<file path="src/tcc_params.svh">
// offsets, field positions, reset values and timing counts of the timer
`ifndef TCC_PARAMS_SVH
`define TCC_PARAMS_SVH

// ----------------------------------------------------------------------
// register byte offsets
// ----------------------------------------------------------------------
`define TCC_OFF_COUNT 8'h00
`define TCC_OFF_CAP0 8'h04
`define TCC_OFF_CAP1 8'h08
`define TCC_OFF_MODE 8'h0C
`define TCC_OFF_CCCTL 8'h10
`define TCC_OFF_OUTCTL 8'h14
`define TCC_OFF_PRESC 8'h18

// ----------------------------------------------------------------------
// field positions
// ----------------------------------------------------------------------
`define TCC_MODE_OVF_BIT 0
`define TCC_MODE_OUTEDGE_BIT 1
`define TCC_MODE_OP_LO 2
`define TCC_MODE_OP_HI 3
`define TCC_CC_CAP0_BIT 0
`define TCC_CC_REVPH_BIT 1
`define TCC_CC_CAP1_BIT 2
`define TCC_OUT_EN_BIT 0
`define TCC_PR_CLK_LO 0
`define TCC_PR_CLK_HI 1
`define TCC_PR_PRI_LO 2
`define TCC_PR_PRI_HI 3
`define TCC_PR_SEC_LO 5
`define TCC_PR_SEC_HI 6

// ----------------------------------------------------------------------
// reset values
// ----------------------------------------------------------------------
`define TCC_RST_CAP 16'h0000
`define TCC_RST_MODE 4'h0
`define TCC_RST_CCCTL 3'h0
`define TCC_RST_OUTCTL 1'h0
`define TCC_RST_PRESC 7'h00

// ----------------------------------------------------------------------
// timing counts (pclk cycles per count tick)
// ----------------------------------------------------------------------
`define TCC_DIV_MID 4
`define TCC_DIV_SLOW 16

`endif

</file>
<file path="src/tcc_pkg.sv">
// types shared by the timer modules
package tcc_pkg;
    // operating mode field values
    typedef enum logic [1:0] {
        TCC_OP_STOP = 2'h0,
        TCC_OP_FREE = 2'h1,
        TCC_OP_EDGE_CLR = 2'h2,
        TCC_OP_MATCH_CLR = 2'h3
    } tcc_op_e;

    // edge select field values
    typedef enum logic [1:0] {
        TCC_EDGE_FALL = 2'h0,
        TCC_EDGE_RISE = 2'h1,
        TCC_EDGE_NONE = 2'h2,
        TCC_EDGE_BOTH = 2'h3
    } tcc_edge_e;

    // count clock source select
    typedef enum logic [1:0] {
        TCC_CLK_FULL = 2'h0,
        TCC_CLK_MID = 2'h1,
        TCC_CLK_SLOW = 2'h2,
        TCC_CLK_PIN = 2'h3
    } tcc_clk_e;

    typedef logic [15:0] tcc_count_t;
endpackage : tcc_pkg

</file>
<file path="src/tcc_edge_if.sv">
// filtered edge pulses from a pin detector to the timer core
`timescale 1ns/1ns
`default_nettype none
interface tcc_edge_if;
    logic rise; // one-cycle pulse on an accepted rising edge
    logic fall; // one-cycle pulse on an accepted falling edge
    modport src (output rise, output fall);
    modport snk (input rise, input fall);
endinterface : tcc_edge_if
`default_nettype wire

</file>
<file path="src/tcc_edge_det.sv">
// pin synchroniser with two-sample edge filter
`timescale 1ns/1ns
`default_nettype none
module tcc_edge_det (
    input wire logic pclk,
    input wire logic presetn,
    input wire logic pin,
    tcc_edge_if.src edge_o
);
    logic meta_reg; // first synchroniser stage, read only by sync_reg
    logic sync_reg; // second synchroniser stage
    logic samp_reg; // previous synchronised sample
    logic level_reg; // accepted level of the pin
    logic agree; // two consecutive samples differ from the accepted level

    assign agree = (sync_reg == samp_reg) && (sync_reg != level_reg);

    // ------------------------------------------------------------------
    // sampling at the prescaler source clock
    // ------------------------------------------------------------------
    always_ff @(posedge pclk or negedge presetn) begin
        if (!presetn) begin
            meta_reg <= 1'b0;
            sync_reg <= 1'b0;
            samp_reg <= 1'b0;
            level_reg <= 1'b0;
        end else begin
            meta_reg <= pin;
            sync_reg <= meta_reg;
            samp_reg <= sync_reg;
            if (agree) begin
                level_reg <= sync_reg; // a one-sample glitch never lands
            end
        end
    end

    assign edge_o.rise = agree && sync_reg;
    assign edge_o.fall = agree && !sync_reg;
endmodule : tcc_edge_det
`default_nettype wire

</file>
<file path="src/tcc_top.sv">
// 16-bit capture/compare timer with an APB register port
//
// Implementation choices: the placing of the registers and the APB slave port.
`timescale 1ns/1ns
`default_nettype none
`include "tcc_params.svh"

// Contract
// - output-on-edge bit adds primary-edge toggles
// - edge-clear: capture to second, irq, clear
// - first compare match raises first irq
// - second compare match raises second irq
// - reverse phase captures first, no irq
// - secondary edge still raises first irq
// - secondary edge select; reverse phase: irq only
// - secondary detection disables timer output
// - first capture trigger primary or secondary
// - second capture trigger primary only
// - mode 10 is edge clear and restart
// - mode 01 counts up freely
// - wrap sets overflow except in match-clear mode, counter back to zero
// - any compare/capture mix in free run
// - counter readable at any time
// - primary input needs two equal samples
module tcc_top
    import tcc_pkg::*;
#(
    parameter int DIV_MID = `TCC_DIV_MID,
    parameter int DIV_SLOW = `TCC_DIV_SLOW
) (
    input wire logic pclk,
    input wire logic presetn,
    input wire logic psel,
    input wire logic penable,
    input wire logic pwrite,
    input wire logic [7:0] paddr,
    input wire logic [31:0] pwdata,
    output logic [31:0] prdata,
    output logic pready,
    output logic pslverr,
    input wire logic primary_timer_input,
    input wire logic secondary_timer_input,
    output logic timer_output_pin,
    output logic timer_output_en,
    output logic first_match_irq,
    output logic second_match_irq
);
    // ------------------------------------------------------------------
    // elaboration checks
    // ------------------------------------------------------------------
    if (DIV_MID < 2 || DIV_SLOW <= DIV_MID || DIV_SLOW > 65536) begin : g_chk
        $error("tcc_top: divider settings out of range");
    end

    // ------------------------------------------------------------------
    // registers
    // ------------------------------------------------------------------
    tcc_count_t up_counter; // the count itself
    tcc_count_t first_cap_cmp_reg; // first capture/compare word
    tcc_count_t second_cap_cmp_reg; // second capture/compare word
    logic [3:0] mode_control_reg; // op mode, output-on-edge, overflow
    logic [2:0] cap_cmp_control_reg; // capture selects, reverse phase
    logic [0:0] output_control_reg; // output enable
    logic [6:0] prescaler_reg; // count clock and edge selects
    logic [15:0] div_reg; // prescaler cycle counter
    logic toggle_reg; // timer output flip-flop
    logic [31:0] rdata_reg; // read data captured in setup phase

    // ------------------------------------------------------------------
    // field decode
    // ------------------------------------------------------------------
    tcc_op_e op_mode;
    tcc_clk_e clk_sel;
    tcc_edge_e pri_sel;
    tcc_edge_e sec_sel;
    logic output_on_edge_bit;
    logic reverse_phase_capture_bit;
    logic first_is_cap;
    logic second_is_cap;
    logic overflow_flag;

    assign op_mode = tcc_op_e'(mode_control_reg[`TCC_MODE_OP_HI:
                                                `TCC_MODE_OP_LO]);
    assign output_on_edge_bit = mode_control_reg[`TCC_MODE_OUTEDGE_BIT];
    assign overflow_flag = mode_control_reg[`TCC_MODE_OVF_BIT];
    assign first_is_cap = cap_cmp_control_reg[`TCC_CC_CAP0_BIT];
    assign reverse_phase_capture_bit = cap_cmp_control_reg[`TCC_CC_REVPH_BIT];
    assign second_is_cap = cap_cmp_control_reg[`TCC_CC_CAP1_BIT];
    assign clk_sel = tcc_clk_e'(prescaler_reg[`TCC_PR_CLK_HI:`TCC_PR_CLK_LO]);
    assign pri_sel = tcc_edge_e'(prescaler_reg[`TCC_PR_PRI_HI:`TCC_PR_PRI_LO]);
    assign sec_sel = tcc_edge_e'(prescaler_reg[`TCC_PR_SEC_HI:`TCC_PR_SEC_LO]);

    // selects one filtered edge pulse by an edge select field
    function automatic logic pick_edge(input tcc_edge_e sel,
                                       input logic rise, input logic fall);
        unique case (sel)
            TCC_EDGE_FALL: pick_edge = fall;
            TCC_EDGE_RISE: pick_edge = rise;
            TCC_EDGE_BOTH: pick_edge = rise | fall;
            default: pick_edge = 1'b0;
        endcase
    endfunction : pick_edge

    // ------------------------------------------------------------------
    // pin edge detection
    // ------------------------------------------------------------------
    tcc_edge_if pri_if ();
    tcc_edge_if sec_if ();

    tcc_edge_det u_pri_det (
        .pclk(pclk),
        .presetn(presetn),
        .pin(primary_timer_input),
        .edge_o(pri_if.src)
    );

    tcc_edge_det u_sec_det (
        .pclk(pclk),
        .presetn(presetn),
        .pin(secondary_timer_input),
        .edge_o(sec_if.src)
    );

    logic pri_valid; // primary valid edge
    logic pri_reverse; // primary edge of the opposite phase
    logic sec_valid; // secondary valid edge
    logic pri_rev_fall;
    logic pri_rev_rise;

    assign pri_valid = pick_edge(pri_sel, pri_if.rise, pri_if.fall);
    // reverse phase of "both" is no edge at all
    assign pri_rev_fall = (pri_sel == TCC_EDGE_RISE) && pri_if.fall;
    assign pri_rev_rise = (pri_sel == TCC_EDGE_FALL) && pri_if.rise;
    assign pri_reverse = pri_rev_fall | pri_rev_rise;
    assign sec_valid = pick_edge(sec_sel, sec_if.rise, sec_if.fall);

    // ------------------------------------------------------------------
    // count clock enable
    // ------------------------------------------------------------------
    logic div_mid_hit;
    logic div_slow_hit;
    logic tick; // one-cycle count enable
    logic running;

    assign div_mid_hit = (div_reg % 16'(DIV_MID)) == 16'(DIV_MID - 1);
    assign div_slow_hit = div_reg == 16'(DIV_SLOW - 1);
    assign running = op_mode != TCC_OP_STOP;
    assign tick = running && (
        (clk_sel == TCC_CLK_FULL) ||
        (clk_sel == TCC_CLK_MID && div_mid_hit) ||
        (clk_sel == TCC_CLK_SLOW && div_slow_hit) ||
        (clk_sel == TCC_CLK_PIN && pri_valid));

    // ------------------------------------------------------------------
    // events
    // ------------------------------------------------------------------
    logic edge_clr_mode;
    logic pin_clk_in_clr; // pin clock in edge clear
    logic match0;
    logic match1;
    logic cap0_evt;
    logic cap1_evt;
    logic irq0;
    logic irq1;
    logic wrap;
    logic clear_evt;
    logic tog_evt0;
    logic tog_evt1;
    logic tog_evt2;
    logic sec_in_use;

    assign edge_clr_mode = op_mode == TCC_OP_EDGE_CLR;
    assign pin_clk_in_clr = edge_clr_mode && clk_sel == TCC_CLK_PIN;
    // compares act once per tick
    assign match0 = tick && !first_is_cap &&
                    up_counter == first_cap_cmp_reg;
    assign match1 = tick && !second_is_cap &&
                    up_counter == second_cap_cmp_reg;
    // first capture: reverse primary phase or secondary valid edge
    assign cap0_evt = running && first_is_cap &&
        (reverse_phase_capture_bit ? pri_reverse : sec_valid);
    assign cap1_evt = running && second_is_cap && pri_valid;
    // reverse-phase capture raises nothing; a secondary edge does whenever running with the first word set to capture
    assign irq0 = match0 ||
        (running && first_is_cap && sec_valid);
    assign irq1 = match1 || cap1_evt;
    assign wrap = tick && up_counter == 16'hFFFF &&
                  op_mode != TCC_OP_MATCH_CLR;
    assign clear_evt = (edge_clr_mode && pri_valid) ||
        (op_mode == TCC_OP_MATCH_CLR && match0);
    assign tog_evt0 = match0;
    assign tog_evt1 = match1;
    assign tog_evt2 = running && output_on_edge_bit && pri_valid;
    assign sec_in_use = (first_is_cap && !reverse_phase_capture_bit) ||
                        sec_sel != TCC_EDGE_NONE;

    // ------------------------------------------------------------------
    // apb decode
    // ------------------------------------------------------------------
    logic setup;
    logic wr_acc;
    logic hit_cnt, hit_c0, hit_c1, hit_mode, hit_cc, hit_out, hit_pr;
    logic mapped;

    assign setup = psel && !penable;
    assign wr_acc = psel && penable && pwrite;
    assign hit_cnt = paddr == `TCC_OFF_COUNT;
    assign hit_c0 = paddr == `TCC_OFF_CAP0;
    assign hit_c1 = paddr == `TCC_OFF_CAP1;
    assign hit_mode = paddr == `TCC_OFF_MODE;
    assign hit_cc = paddr == `TCC_OFF_CCCTL;
    assign hit_out = paddr == `TCC_OFF_OUTCTL;
    assign hit_pr = paddr == `TCC_OFF_PRESC;
    assign mapped = hit_cnt | hit_c0 | hit_c1 | hit_mode | hit_cc |
                    hit_out | hit_pr;
    assign pready = 1'b1; // zero wait states
    assign pslverr = psel && penable && !mapped;
    assign prdata = rdata_reg;

    logic [31:0] rd_mux;
    assign rd_mux =
        hit_cnt ? {16'h0, up_counter} :
        hit_c0 ? {16'h0, first_cap_cmp_reg} :
        hit_c1 ? {16'h0, second_cap_cmp_reg} :
        hit_mode ? {28'h0, mode_control_reg} :
        hit_cc ? {29'h0, cap_cmp_control_reg} :
        hit_out ? {31'h0, output_control_reg} :
        hit_pr ? {25'h0, prescaler_reg} : 32'h0;

    // ------------------------------------------------------------------
    // read data, taken in the setup cycle
    // ------------------------------------------------------------------
    always_ff @(posedge pclk or negedge presetn) begin
        if (!presetn) begin
            rdata_reg <= 32'h0;
        end else if (setup && !pwrite) begin
            rdata_reg <= rd_mux;
        end
    end

    // ------------------------------------------------------------------
    // control registers
    // ------------------------------------------------------------------
    logic ovf_next;
    // a hardware set beats a zero write
    assign ovf_next = wrap ? 1'b1 :
        (wr_acc && hit_mode) ? (overflow_flag &
                                pwdata[`TCC_MODE_OVF_BIT]) :
        overflow_flag;

    always_ff @(posedge pclk or negedge presetn) begin
        if (!presetn) begin
            mode_control_reg <= `TCC_RST_MODE;
            cap_cmp_control_reg <= `TCC_RST_CCCTL;
            output_control_reg <= `TCC_RST_OUTCTL;
            prescaler_reg <= `TCC_RST_PRESC;
        end else begin
            mode_control_reg <= {(wr_acc && hit_mode) ? pwdata[3:1] :
                                 mode_control_reg[3:1], ovf_next};
            if (wr_acc && hit_cc) begin
                cap_cmp_control_reg <= pwdata[2:0];
            end
            if (wr_acc && hit_out) begin
                output_control_reg <= pwdata[0:0];
            end
            if (wr_acc && hit_pr) begin
                prescaler_reg <= pwdata[6:0];
            end
        end
    end

    // ------------------------------------------------------------------
    // capture/compare words: capture beats a write
    // ------------------------------------------------------------------
    always_ff @(posedge pclk or negedge presetn) begin
        if (!presetn) begin
            first_cap_cmp_reg <= `TCC_RST_CAP;
            second_cap_cmp_reg <= `TCC_RST_CAP;
        end else begin
            if (cap0_evt) begin
                first_cap_cmp_reg <= up_counter;
            end else if (wr_acc && hit_c0) begin
                first_cap_cmp_reg <= pwdata[15:0];
            end
            if (cap1_evt) begin
                second_cap_cmp_reg <= up_counter;
            end else if (wr_acc && hit_c1) begin
                second_cap_cmp_reg <= pwdata[15:0];
            end
        end
    end

    // ------------------------------------------------------------------
    // prescaler and counter
    // ------------------------------------------------------------------
    always_ff @(posedge pclk or negedge presetn) begin
        if (!presetn) begin
            div_reg <= 16'h0;
            up_counter <= 16'h0;
        end else begin
            div_reg <= (!running || div_slow_hit) ? 16'h0 :
                       div_reg + 16'h1;
            if (!running || pin_clk_in_clr) begin
                up_counter <= 16'h0;
            end else if (clear_evt) begin
                up_counter <= 16'h0;
            end else if (tick) begin
                up_counter <= up_counter + 16'h1;
            end
        end
    end

    // ------------------------------------------------------------------
    // timer output and interrupt pulses
    // ------------------------------------------------------------------
    always_ff @(posedge pclk or negedge presetn) begin
        if (!presetn) begin
            toggle_reg <= 1'b0;
            first_match_irq <= 1'b0;
            second_match_irq <= 1'b0;
        end else begin
            // coincident events each flip once, so they may cancel
            toggle_reg <= toggle_reg ^ tog_evt0 ^ tog_evt1 ^ tog_evt2;
            first_match_irq <= irq0;
            second_match_irq <= irq1;
        end
    end

    assign timer_output_en = output_control_reg[`TCC_OUT_EN_BIT] &&
                             !sec_in_use;
    assign timer_output_pin = timer_output_en && toggle_reg;
endmodule : tcc_top
`default_nettype wire

</file>
<file path="config.mk">
export PLATFORM = sky130hd
export DESIGN_NAME = tcc_top
export DESIGN_NICKNAME = d
export VERILOG_FILES = /design/src/tcc_pkg.sv /design/src/tcc_edge_if.sv /design/src/tcc_edge_det.sv /design/src/tcc_top.sv
export VERILOG_INCLUDE_DIRS = /design/src
export SDC_FILE = /design/constraint.sdc
export NUM_CORES = 1
export LEC_CHECK = 0
export ABC_AREA = 1
export BUFFER_PORTS_ARGS = -buffer_cell sky130_fd_sc_hd__buf_4
export CORE_MARGIN = 5
export CORE_UTILIZATION = 30
export CTS_CLUSTER_SIZE = 28
export DETAILED_ROUTE_END_ITERATION = 8
export GPL_ROUTABILITY_DRIVEN = 0
export GPL_TIMING_DRIVEN = 0
export HOLD_SLACK_MARGIN = 0.15
export PLACE_DENSITY = 0.55
export SLEW_MARGIN = 10
export SYNTH_ARGS = -nofsm -noshare
export SYNTH_HDL_FRONTEND = slang
export SYNTH_SLANG_ARGS = --single-unit
</file>
<file path="constraint.sdc">
create_clock -name pclk -period 2.2 [get_ports pclk]
set_input_delay 0.44 -clock pclk [delete_from_list [all_inputs] [get_ports pclk]]
set_output_delay 0.44 -clock pclk [all_outputs]
set_load 0.02 [all_outputs]
</file>
[Word level (Yosys, flattened, before mapping)]
Index checks and enable logic that the tools add are counted.
Storage, ports and cells
  register bits after elaboration: 122
  input bits: 47
  output and inout bits: 38
  word-level logic and storage cells: 152
Cells by class
  $add $sub $neg: 2
  equal/unequal tests: 26
  mux-type cells: 20
  bitwise logic cells: 13
  reductions and logical operators: 70
Operators with widths (number)
  $mux 16: 11
  $logic_and 1x1->1: 42
  $add 16x1->16 const B: 2
  $eq 16x16->1: 2
  $mux 7: 4
  $eq 8x5->1 const B: 3
  $eq 16x16->1 const B: 1
  $eq 16x4->1 const B: 1
  $eq 8x4->1 const B: 2
  $eq 2x2->1 const B: 7
  $logic_not 1->1: 10
  $logic_or 1x1->1: 9
  $or 1x1->1: 9
  $eq 8x3->1 const B: 1
  $logic_not 8->1: 1
  $reduce_bool 2->1: 4
  $eq 2x1->1 const B: 3
  $logic_not 2->1: 3
  $pmux 1 s3: 2
  $ne 2x2->1 const B: 2
  $mux 1: 3
  $reduce_bool 3->1: 1
  $xor 1x1->1: 3
  $eq 1x1->1: 2
  other kinds (2): 3

[Depth between registers and ports, before layout]
Gate-level depths: netlist (run 1).
  word-level depth: 14
  gate-level depth with buffers: 12
  gate-level depth less buffers: 12

[By module]
Synthesis (run 1) repeated with hierarchy kept, for this count alone.
Unflattened totals
  cell total of the unflattened synthesis: 777
  area, all modules: 6072.1 µm²
By module, submodules not included
  tcc_top: times used 1, cells each 757, area each 5821.8 µm², seq. area each 2452.4 µm²
  tcc_edge_det: times used 2, cells each 10, area each 125.1 µm², seq. area each 100.1 µm²

[Worst setup path after synthesis (run 1)]
OpenSTA, ideal clock, no wires.
  path type: input port to output port
  start point: input paddr[1]
  end point: output pslverr
  arrival time: 1.493 ns
  required time: 1.760 ns
  setup slack: 0.267 ns
  cell stages on the path: 6
  buffers on the path: 0
  cell sequence: nor2_1 -> inv_1 -> nor3_2 -> nand2_1 -> o21ai_0 -> nor4_1
On the way
  longest elaborated chain between the ends: 9
  elaborated cells on any way between the ends: 15
  classes of those cells: eq/ne: 6; bitwise: 6; reduce/logical: 3
Ends and longest elaborated chain
  from (decl): RTL line tcc_top.sv:36  | input wire logic [7:0] paddr,
  $eq 8x3->1 (no source line) or $logic_not 8->1 (tied branches)
  $or 1x1->1 (5 in a row): RTL line tcc_top.sv:214  | assign mapped = hit_cnt | hit_c0 | hit_c1 | hit_mode | hit_cc |
  $or 1x1->1 (*): RTL line tcc_top.sv:215  | hit_out | hit_pr;
  $logic_not 1->1 (*): RTL line tcc_top.sv:217  | assign pslverr = psel && penable && !mapped;
  $logic_and 1x1->1 (*): RTL line tcc_top.sv:217
  to (decl): RTL line tcc_top.sv:40  | output logic pslverr,
Mark *: on every way between the ends. The rest lies on a longest branch, timed or not.

[Worst setup path after layout (run 1)]
Same ends and word-level chain as after synthesis.

==> summary.md, run 1 <==
| Metric | Value |
|---|---|
| Run status | finished, final reports clean |
| RSZ-0062 raised after global routing | false |
| DRC | 0 |
| Sw Pwr | 1.01 mW |
| Combinational group share of total power | 8.0% |
| Clk pwr share | 44.3% |
| Fin nets | 917 |
| Main synth FF type | dfrtp_1 |
| Post-Synthesis Cells | 789 |
| CTS Buffer Depth | 2 |
| Total track usage | 15.7% |
| Initial Utilization | 30.3% |
| Layout Utilization | 36.1% |
| Seq pwr share | 47.7% |
| Leakage | 3.27 nW |
| Sw Ratio | 23.7% |
| Core ar. | 0.0201 mm2 |
| Post-placement setup slack | -0.114 ns |
| Async SR Flop Fraction | 100% |
| Endpoint class of the critical path | primary output |
| Clock sinks | 106 |
| Via density | 4.81 |
| Die Y-Extent | 153 um |
| Die ar. | 0.0233 mm2 |
| Syn-to-layout area delta | 19.0% |
| Final HPWL DP | 13900 um |
| Worst min-delay path category | primary input to flip-flop |
| Commonest non-fill, non-tap cell in the layout | nand2_1 |
| Design Area, Final | 0.00726 mm2 |
| Initial antenna violation count | 0 |
| Hold_ws | 0.186 ns |
| Seq/Total Area, Yosys | 43.5% |
| Pwr/cell area | 586 mW/mm2 |
| PortBufs | 51 |
| Slew Limit Fails | 0 |
| Post-synth EDFFs | 0 |
| Max Clk Rate | 499 MHz |
| Drt wl/cell | 16.1 um |
| Placed Instance Area | 0.00691 mm2 |
| Layout Skew | 0.00756 ns |
| Filler instances | 2116 |
| Root buf cell | clkbuf_16 |
| Critical R2R Launch | div_reg[0]$_DFF_PN0_ |
| Syn avg cell area | 7.73 um2 |
| MaxCap Viol Count | 0 |
| CTS tree | done |
| Yosys warning count | 0 |
| Synth Cell Area | 0.00610 mm2 |
| Worst-margin pin slew | 0.854 ns |
| Largest net degree at the start of global routing | 80 |
| Clk_lat worst skew | 0.36 ns |
| Setup TNS | 0 ns |
| Layout cells sized above 1 | 16.2% |
| Die width | 153 um |
| Worst Setup SP | paddr[1] |
| Vias | 5502 |
| WP data required | 1.76 ns |
| Crit path kind | primary input to primary output |
| CTS buffer count | 9 |
| Clock-pin transition on the worst setup and hold timing paths | 0.07 ns |
| Maximum VDD drop | 340 uV |
| Final Hold Fails | 0 |
| Crit path max fanout | 8 |
| Worst hold start | primary_timer_input |
| First-pass GRT wire length | 29200 um |
| Placed Cells | 1126 |
| Drt first pass iters | 5 |
| Routed Antenna Nets | 0 |
| Startpoint types | primary input |
| Internal power | 3.24 mW |
| Yosys reg bits | 106 |
| Total power draw | 4.25 mW |
| Final Worst Setup Slack | 0.198 ns |
| Ant diodes | 0 |
| Max_slew headroom | 42.6% |
| # resized after CTS | 0 |
| Final Non-Filler Cells | 1143 |
| Final WL | 18400 um |
| Most frequent cells in the layout | 165 x nand2_1, 106 x dfrtp_1, 96 x inv_1 |
| Starting DRT DRC Count | 463 |
| Num ports | 85 |
| CP Data Arrival Time | 1.56 ns |
| Final setup violating endpoints | 0 |
| Post-CTS Setup Inserts | 0 |
| Cell Rows | 52 |
| Final worst path period share | 91.0% |
| Congestion Overflow GR | 0 |
| Vias in the first global route | 5352 |
| Count of cell types in the netlist | 47 |
| Period minus WS final | 2.00 ns |
| H-tree Lvls | 3 |
-- synthesized netlist by cell type (5+ instances only) --
library cell	n	area (um2)
nand4_1	9	56.3
buf_4	21	158
inv_1	96	360
dfrtp_1	106	2650
o211ai_1	24	180
o22ai_1	13	81.3
nor2_1	77	289
buf_2	18	90.1
xor2_1	18	158
o21ai_0	49	245
xnor2_1	6	52.6
o221ai_1	11	96.3
nand2_1	165	619
a21oi_1	32	160
nor4_1	5	31.3
nand3_1	62	310
nor3_1	15	75.1
inv_2	7	26.3
-- critical path, cell delays in order --
cell	delay, ns
buf_4	0.11
nor2_1	0.18
inv_1	0.11
nor3_2	0.14
nand2_1	0.22
o21ai_0	0.14
nor4_1	0.06
buf_4	0.17
-- cells by family (layout without fill, tap and decap cells) --
logic type / count (synthesis) / count (layout) / share of synthesized area, %
buf+inv: 150 / 219 / 11.2
flops: 106 / 106 / 43.5
fa+ha+maj: 2 / 2 / 0.410
simple gates: 359 / 359 / 26.6
compound gates: 145 / 145 / 14.5
xor+xnor: 24 / 24 / 3.45
other cells: 2 / 17 / 0.123
mux: 1 / 1 / 0.185
-- metal layers --
metal  up-vias  GRT usage [%]  part of all wire (%)
li1       2726              -                     -
met1      2567           21.4                    45
met2       175           25.0                    46
met3        34           3.21                   6.1
met4         0           5.35                   2.4
met5         -              0                     0
-- power by group through the flow --
stage	sequential [mW]	clock [mW]	combinational, mW
finish	2.03	1.88	0.339
global route	2.03	2.00	0.384
CTS	2.03	1.92	0.344
detailed placement	2.07	0	0.343
global placement	2.07	0	0.333
floorplan	2.07	0	0.174
-- worst paths after layout --
check	to	slack (ns)	cells past startpoint
min in group asynchronous	second_match_irq$_DFF_PN0_	0.51	2
max reg2reg	up_counter[13]$_DFFE_PN0P_	0.20	9
min reg2reg	u_sec_det.sync_reg$_DFF_PN0_	0.35	0
min	u_pri_det.meta_reg$_DFF_PN0_	0.19	1
max	pslverr	0.20	8
max in group asynchronous	prescaler_reg[6]$_DFFE_PN0P_	0.98	3
-- cell type report --
class	count	area [um2]	share of cell area (%)
clock buffer	10	229	3.16
timing repair buffer	53	424	5.84
sequential	106	2650	36.6
inverter	105	397	5.47
clock inverter	6	113	1.55
tap	270	338	4.66
multi-input combinational	548	2820	38.8
buffer	45	288	3.97
-- timing repair --
| action | CTS | global route |
|---|---|---|
| endpoints found under the setup margin | 0 | 0 |
| hold buffers | 1 | 0 |
| hold endpoints to repair | 27 | 0 |
No activity file was read; power rests on OpenSTA's default activity.
==> run 2: changes to the inputs <==
ABC_AREA = 0   (was 1)
BUFFER_PORTS_ARGS = default   (was -buffer_cell sky130_fd_sc_hd__buf_4)
CORE_MARGIN = 2   (was 5)
DONT_BUFFER_PORTS = 1   (was default)
PLACE_DENSITY = 0.52   (was 0.55)
==> summary.md, run 2 <==
| Metric | Value |
|---|---|
| H-tree Lvls | 3 |
| Post-Synthesis Cells | 609 |
| Largest net degree at the start of global routing | 107 |
| Die ar. | 0.0208 mm2 |
| Clock sinks | 106 |
| Slowest CP cell | dfrtp_1 |
| Failing checks | hold timing, setup timing |
| Core ar. | 0.0193 mm2 |
| CP Cell Sequence | ha_4, and3_4, nand4_1, a32oi_2, nand4_1, xnor2_2, mux2i_2, xnor2_1 |
| RSZ-0062 raised after global routing | true |
| Reg2Reg Setup Slack | -0.03 ns |
| First-pass GRT wire length | 24300 um |
| Synth Cell Area | 0.00589 mm2 |
| Post-synth top area share | 45.0% |
| DRC | 0 |
| Main synth FF type | dfrtp_1 |
| Drt first pass iters | 4 |
| Clk_lat worst skew | 0.36 ns |
| Final Non-Filler Cells | 909 |
| Final Hold Fails | 106 |
| Yosys reg bits | 106 |
| Initial antenna violation count | 0 |
| Ant diodes | 0 |
| Hold_ws | -0.227 ns |
| Leakage | 2.99 nW |
| Initial Utilization | 30.5% |
| Die Y-Extent | 144 um |
| Commonest non-fill, non-tap cell in the layout | dfrtp_1 |
| Crit-path most repeated cell | nand4_1 |
| Maximum VDD drop | 301 uV |
| Final setup violating endpoints | 2 |
| Clock-pin transition on the worst setup and hold timing paths | 0.08 ns |
| Count of cell types in the netlist | 51 |
| Die width | 144 um |
| WP buf/inv | 0 |
| Final worst path period share | 102% |
| Crit path kind | flip-flop to flip-flop |
| Synth Area in Compound Gates | 9.35% |
| PortBufs | 0 |
| Syn avg cell area | 9.67 um2 |
| CTS tree | done |
| Multi-input gate area in the final layout | 0.00305 mm2 |
| FF+latch area | 0.00266 mm2 |
| Crit path max-delay family | simple AND/OR/NAND/NOR gates |
| Most common cell in the netlist | dfrtp_1 |
| Startpoint types | flip-flop |
| Internal power | 2.97 mW |
| Sw Pwr | 0.940 mW |
| Clk pwr share | 43.1% |
| MaxCap Viol Count | 0 |
| Yosys warning count | 0 |
| Via density | 4.88 |
| Max Clk Rate | 448 MHz |
| Final Worst Setup Slack | -0.0340 ns |
| Final WL | 15400 um |
| Worst min-delay path category | primary input to async pin |
| Yosys top cell by area | dfrtp_1 |
| Synth top cells by count | 106 x dfrtp_1, 82 x nand2_1, 50 x nor2_1 |
| Most frequent cells in the layout | 100 x dfrtp_1, 82 x nand2_1, 50 x nor2_1 |
| CP Data Arrival Time | 2.52 ns |
| Vias | 4440 |
| Sw Ratio | 24.1% |
| WP data required | 2.48 ns |
| Largest family of logic cells by synthesized area | simple AND/OR/NAND/NOR gates |
| Root buf cell | clkbuf_16 |
| Filler instances | 1942 |
| Run status | finished with violations |
| Starting DRT DRC Count | 317 |
| Worst-margin pin slew | 0.594 ns |
| Crit path max fanout | 4 |
| Endpoint class of the critical path | flip-flop |
| Vias in the first global route | 4399 |
| Post-Synth Adder-Cell Area | 0.765% |
| Max_slew headroom | 60.4% |
| Placed Cells | 889 |
| Post-synth EDFFs | 0 |
| CTS buffer count | 9 |
| Routed Antenna Nets | 0 |
| Num ports | 85 |
| Syn-to-layout area delta | 15.5% |
| Combinational group share of total power | 5.6% |
| Layout Skew | 0.00671 ns |
| CTS Hold Buffers Added | 2 |
| CTS Buffer Depth | 2 |
| Period minus WS final | 2.23 ns |
| Total track usage | 15.3% |
| Congestion Overflow GR | 0 |
| Drt wl/cell | 16.9 um |
| Final HPWL DP | 11100 um |
| Fin nets | 688 |
| Critical Path Max Stage Delay | 0.40 ns |
| Seq pwr share | 51.3% |
| Slew Limit Fails | 0 |
| Synth top area cells | dfrtp_1 45%, mux2i_1 8.2%, xor2_1 5.5% |
| Seq/Total Area, Yosys | 45.0% |
| Pwr/cell area | 574 mW/mm2 |
| Cell Rows | 51 |
| Synth Area in Simple Gates | 17.7% |
| XOR/XNOR Fraction of Synth Area | 9.37% |
| Mux cell area share after synthesis | 11.4% |
| Layout cells sized above 1 | 18.9% |
| Async SR Flop Fraction | 100% |
| Total power draw | 3.91 mW |
-- run 2: cell types whose count changed in the layout (fill, tap and decap cells not counted), sizes merged, moves of 32 or more --
cell   change
buf       -47
inv       -95
mux2i     +48
nand2     -85
nand3     -52
nor2      -32
-- run 2: kinds of logic after synthesis --
kind of cell | after synthesis
buf+inv | 68
fa+ha+maj | 4
xor+xnor | 63
flops | 106
other cells | 2
mux | 63
simple gates | 213
compound gates | 90
-- run 2: repair_timing --
item | CTS | global route
setup buffers | 7 | 4
hold endpoints to repair | 108 | 106
gates cloned | 1 | 0
endpoints found under the setup margin | 35 | 54
pin swaps | 15 | 5
resized for setup | 23 | 17
-- run 2: path summary, 6_finish.rpt --
kind	start	to	cells past startpoint
max	div_reg[1]$_DFF_PN0_	toggle_reg$_DFF_PN0_	8
min	presetn	first_cap_cmp_reg[9]$_DFFE_PN0P_	0
max reg2reg	div_reg[1]$_DFF_PN0_	toggle_reg$_DFF_PN0_	8
min reg2reg	u_pri_det.meta_reg$_DFF_PN0_	u_pri_det.sync_reg$_DFF_PN0_	0
max in group asynchronous	presetn	div_reg[5]$_DFF_PN0_	0
min in group pclk	pwdata[0]	prescaler_reg[0]$_DFFE_PN0P_	2
-- run 2: metal layers --
| metal | GRT usage (%) | vias to the layer above | part of all wire, % |
|---|---|---|---|
| li1 | - | 2113 | - |
| met3 | 2.98 | 15 | 6.8 |
| met4 | 4.75 | 0 | 1.5 |
| met2 | 25.3 | 144 | 48 |
| met5 | 0 | - | 0 |
| met1 | 20.2 | 2168 | 44 |
-- run 2: cell type report --
| cell class | count | share of cell area, % |
|---|---|---|
| clock buffer | 9 | 3.31 |
| inverter | 8 | 0.441 |
| sequential | 106 | 39.1 |
| timing repair buffer | 14 | 1.67 |
| tap | 265 | 4.87 |
| multi-input combinational | 450 | 44.8 |
| clock inverter | 7 | 1.31 |
| buffer | 50 | 4.51 |
-- run 2: power groups by stage --
stage / logic [mW] / clock network (mW) / registers, mW
floorplan: 0.170 / 0 / 2.03
global placement: 0.206 / 0 / 2.04
detailed placement: 0.206 / 0 / 2.04
CTS: 0.216 / 1.75 / 2.00
global route: 0.239 / 1.83 / 2.01
finish: 0.219 / 1.68 / 2.00
-- run 2: worst reg2reg max path: cells and delay by family, from the launching register on --
family                     cells  cell delay, ns
and+or+nand+nor                3            0.62
xor gates and xnor gates       2            0.36
AOI/OAI and AO/OA              1            0.37
DFF                            1            0.40
adders and majority gates      1            0.15
muxes                          1            0.26
-- run 2: metrics by stage --
stage	cell area (um2)	setup WS (ns)	hold WS, ns	TNS [ns]	utilization, %
floorplan	5970	0.0121	0.144	0	-
global placement	6300	-0.281	0.147	-6.14	32.6
detailed placement	6300	-0.298	0.147	-7.05	32.6
CTS	6740	-0.143	-0.246	-0.176	34.9
global route	6800	-0.180	-0.249	-1.96	35.2
finish	6800	-0.0340	-0.227	-0.0351	35.2
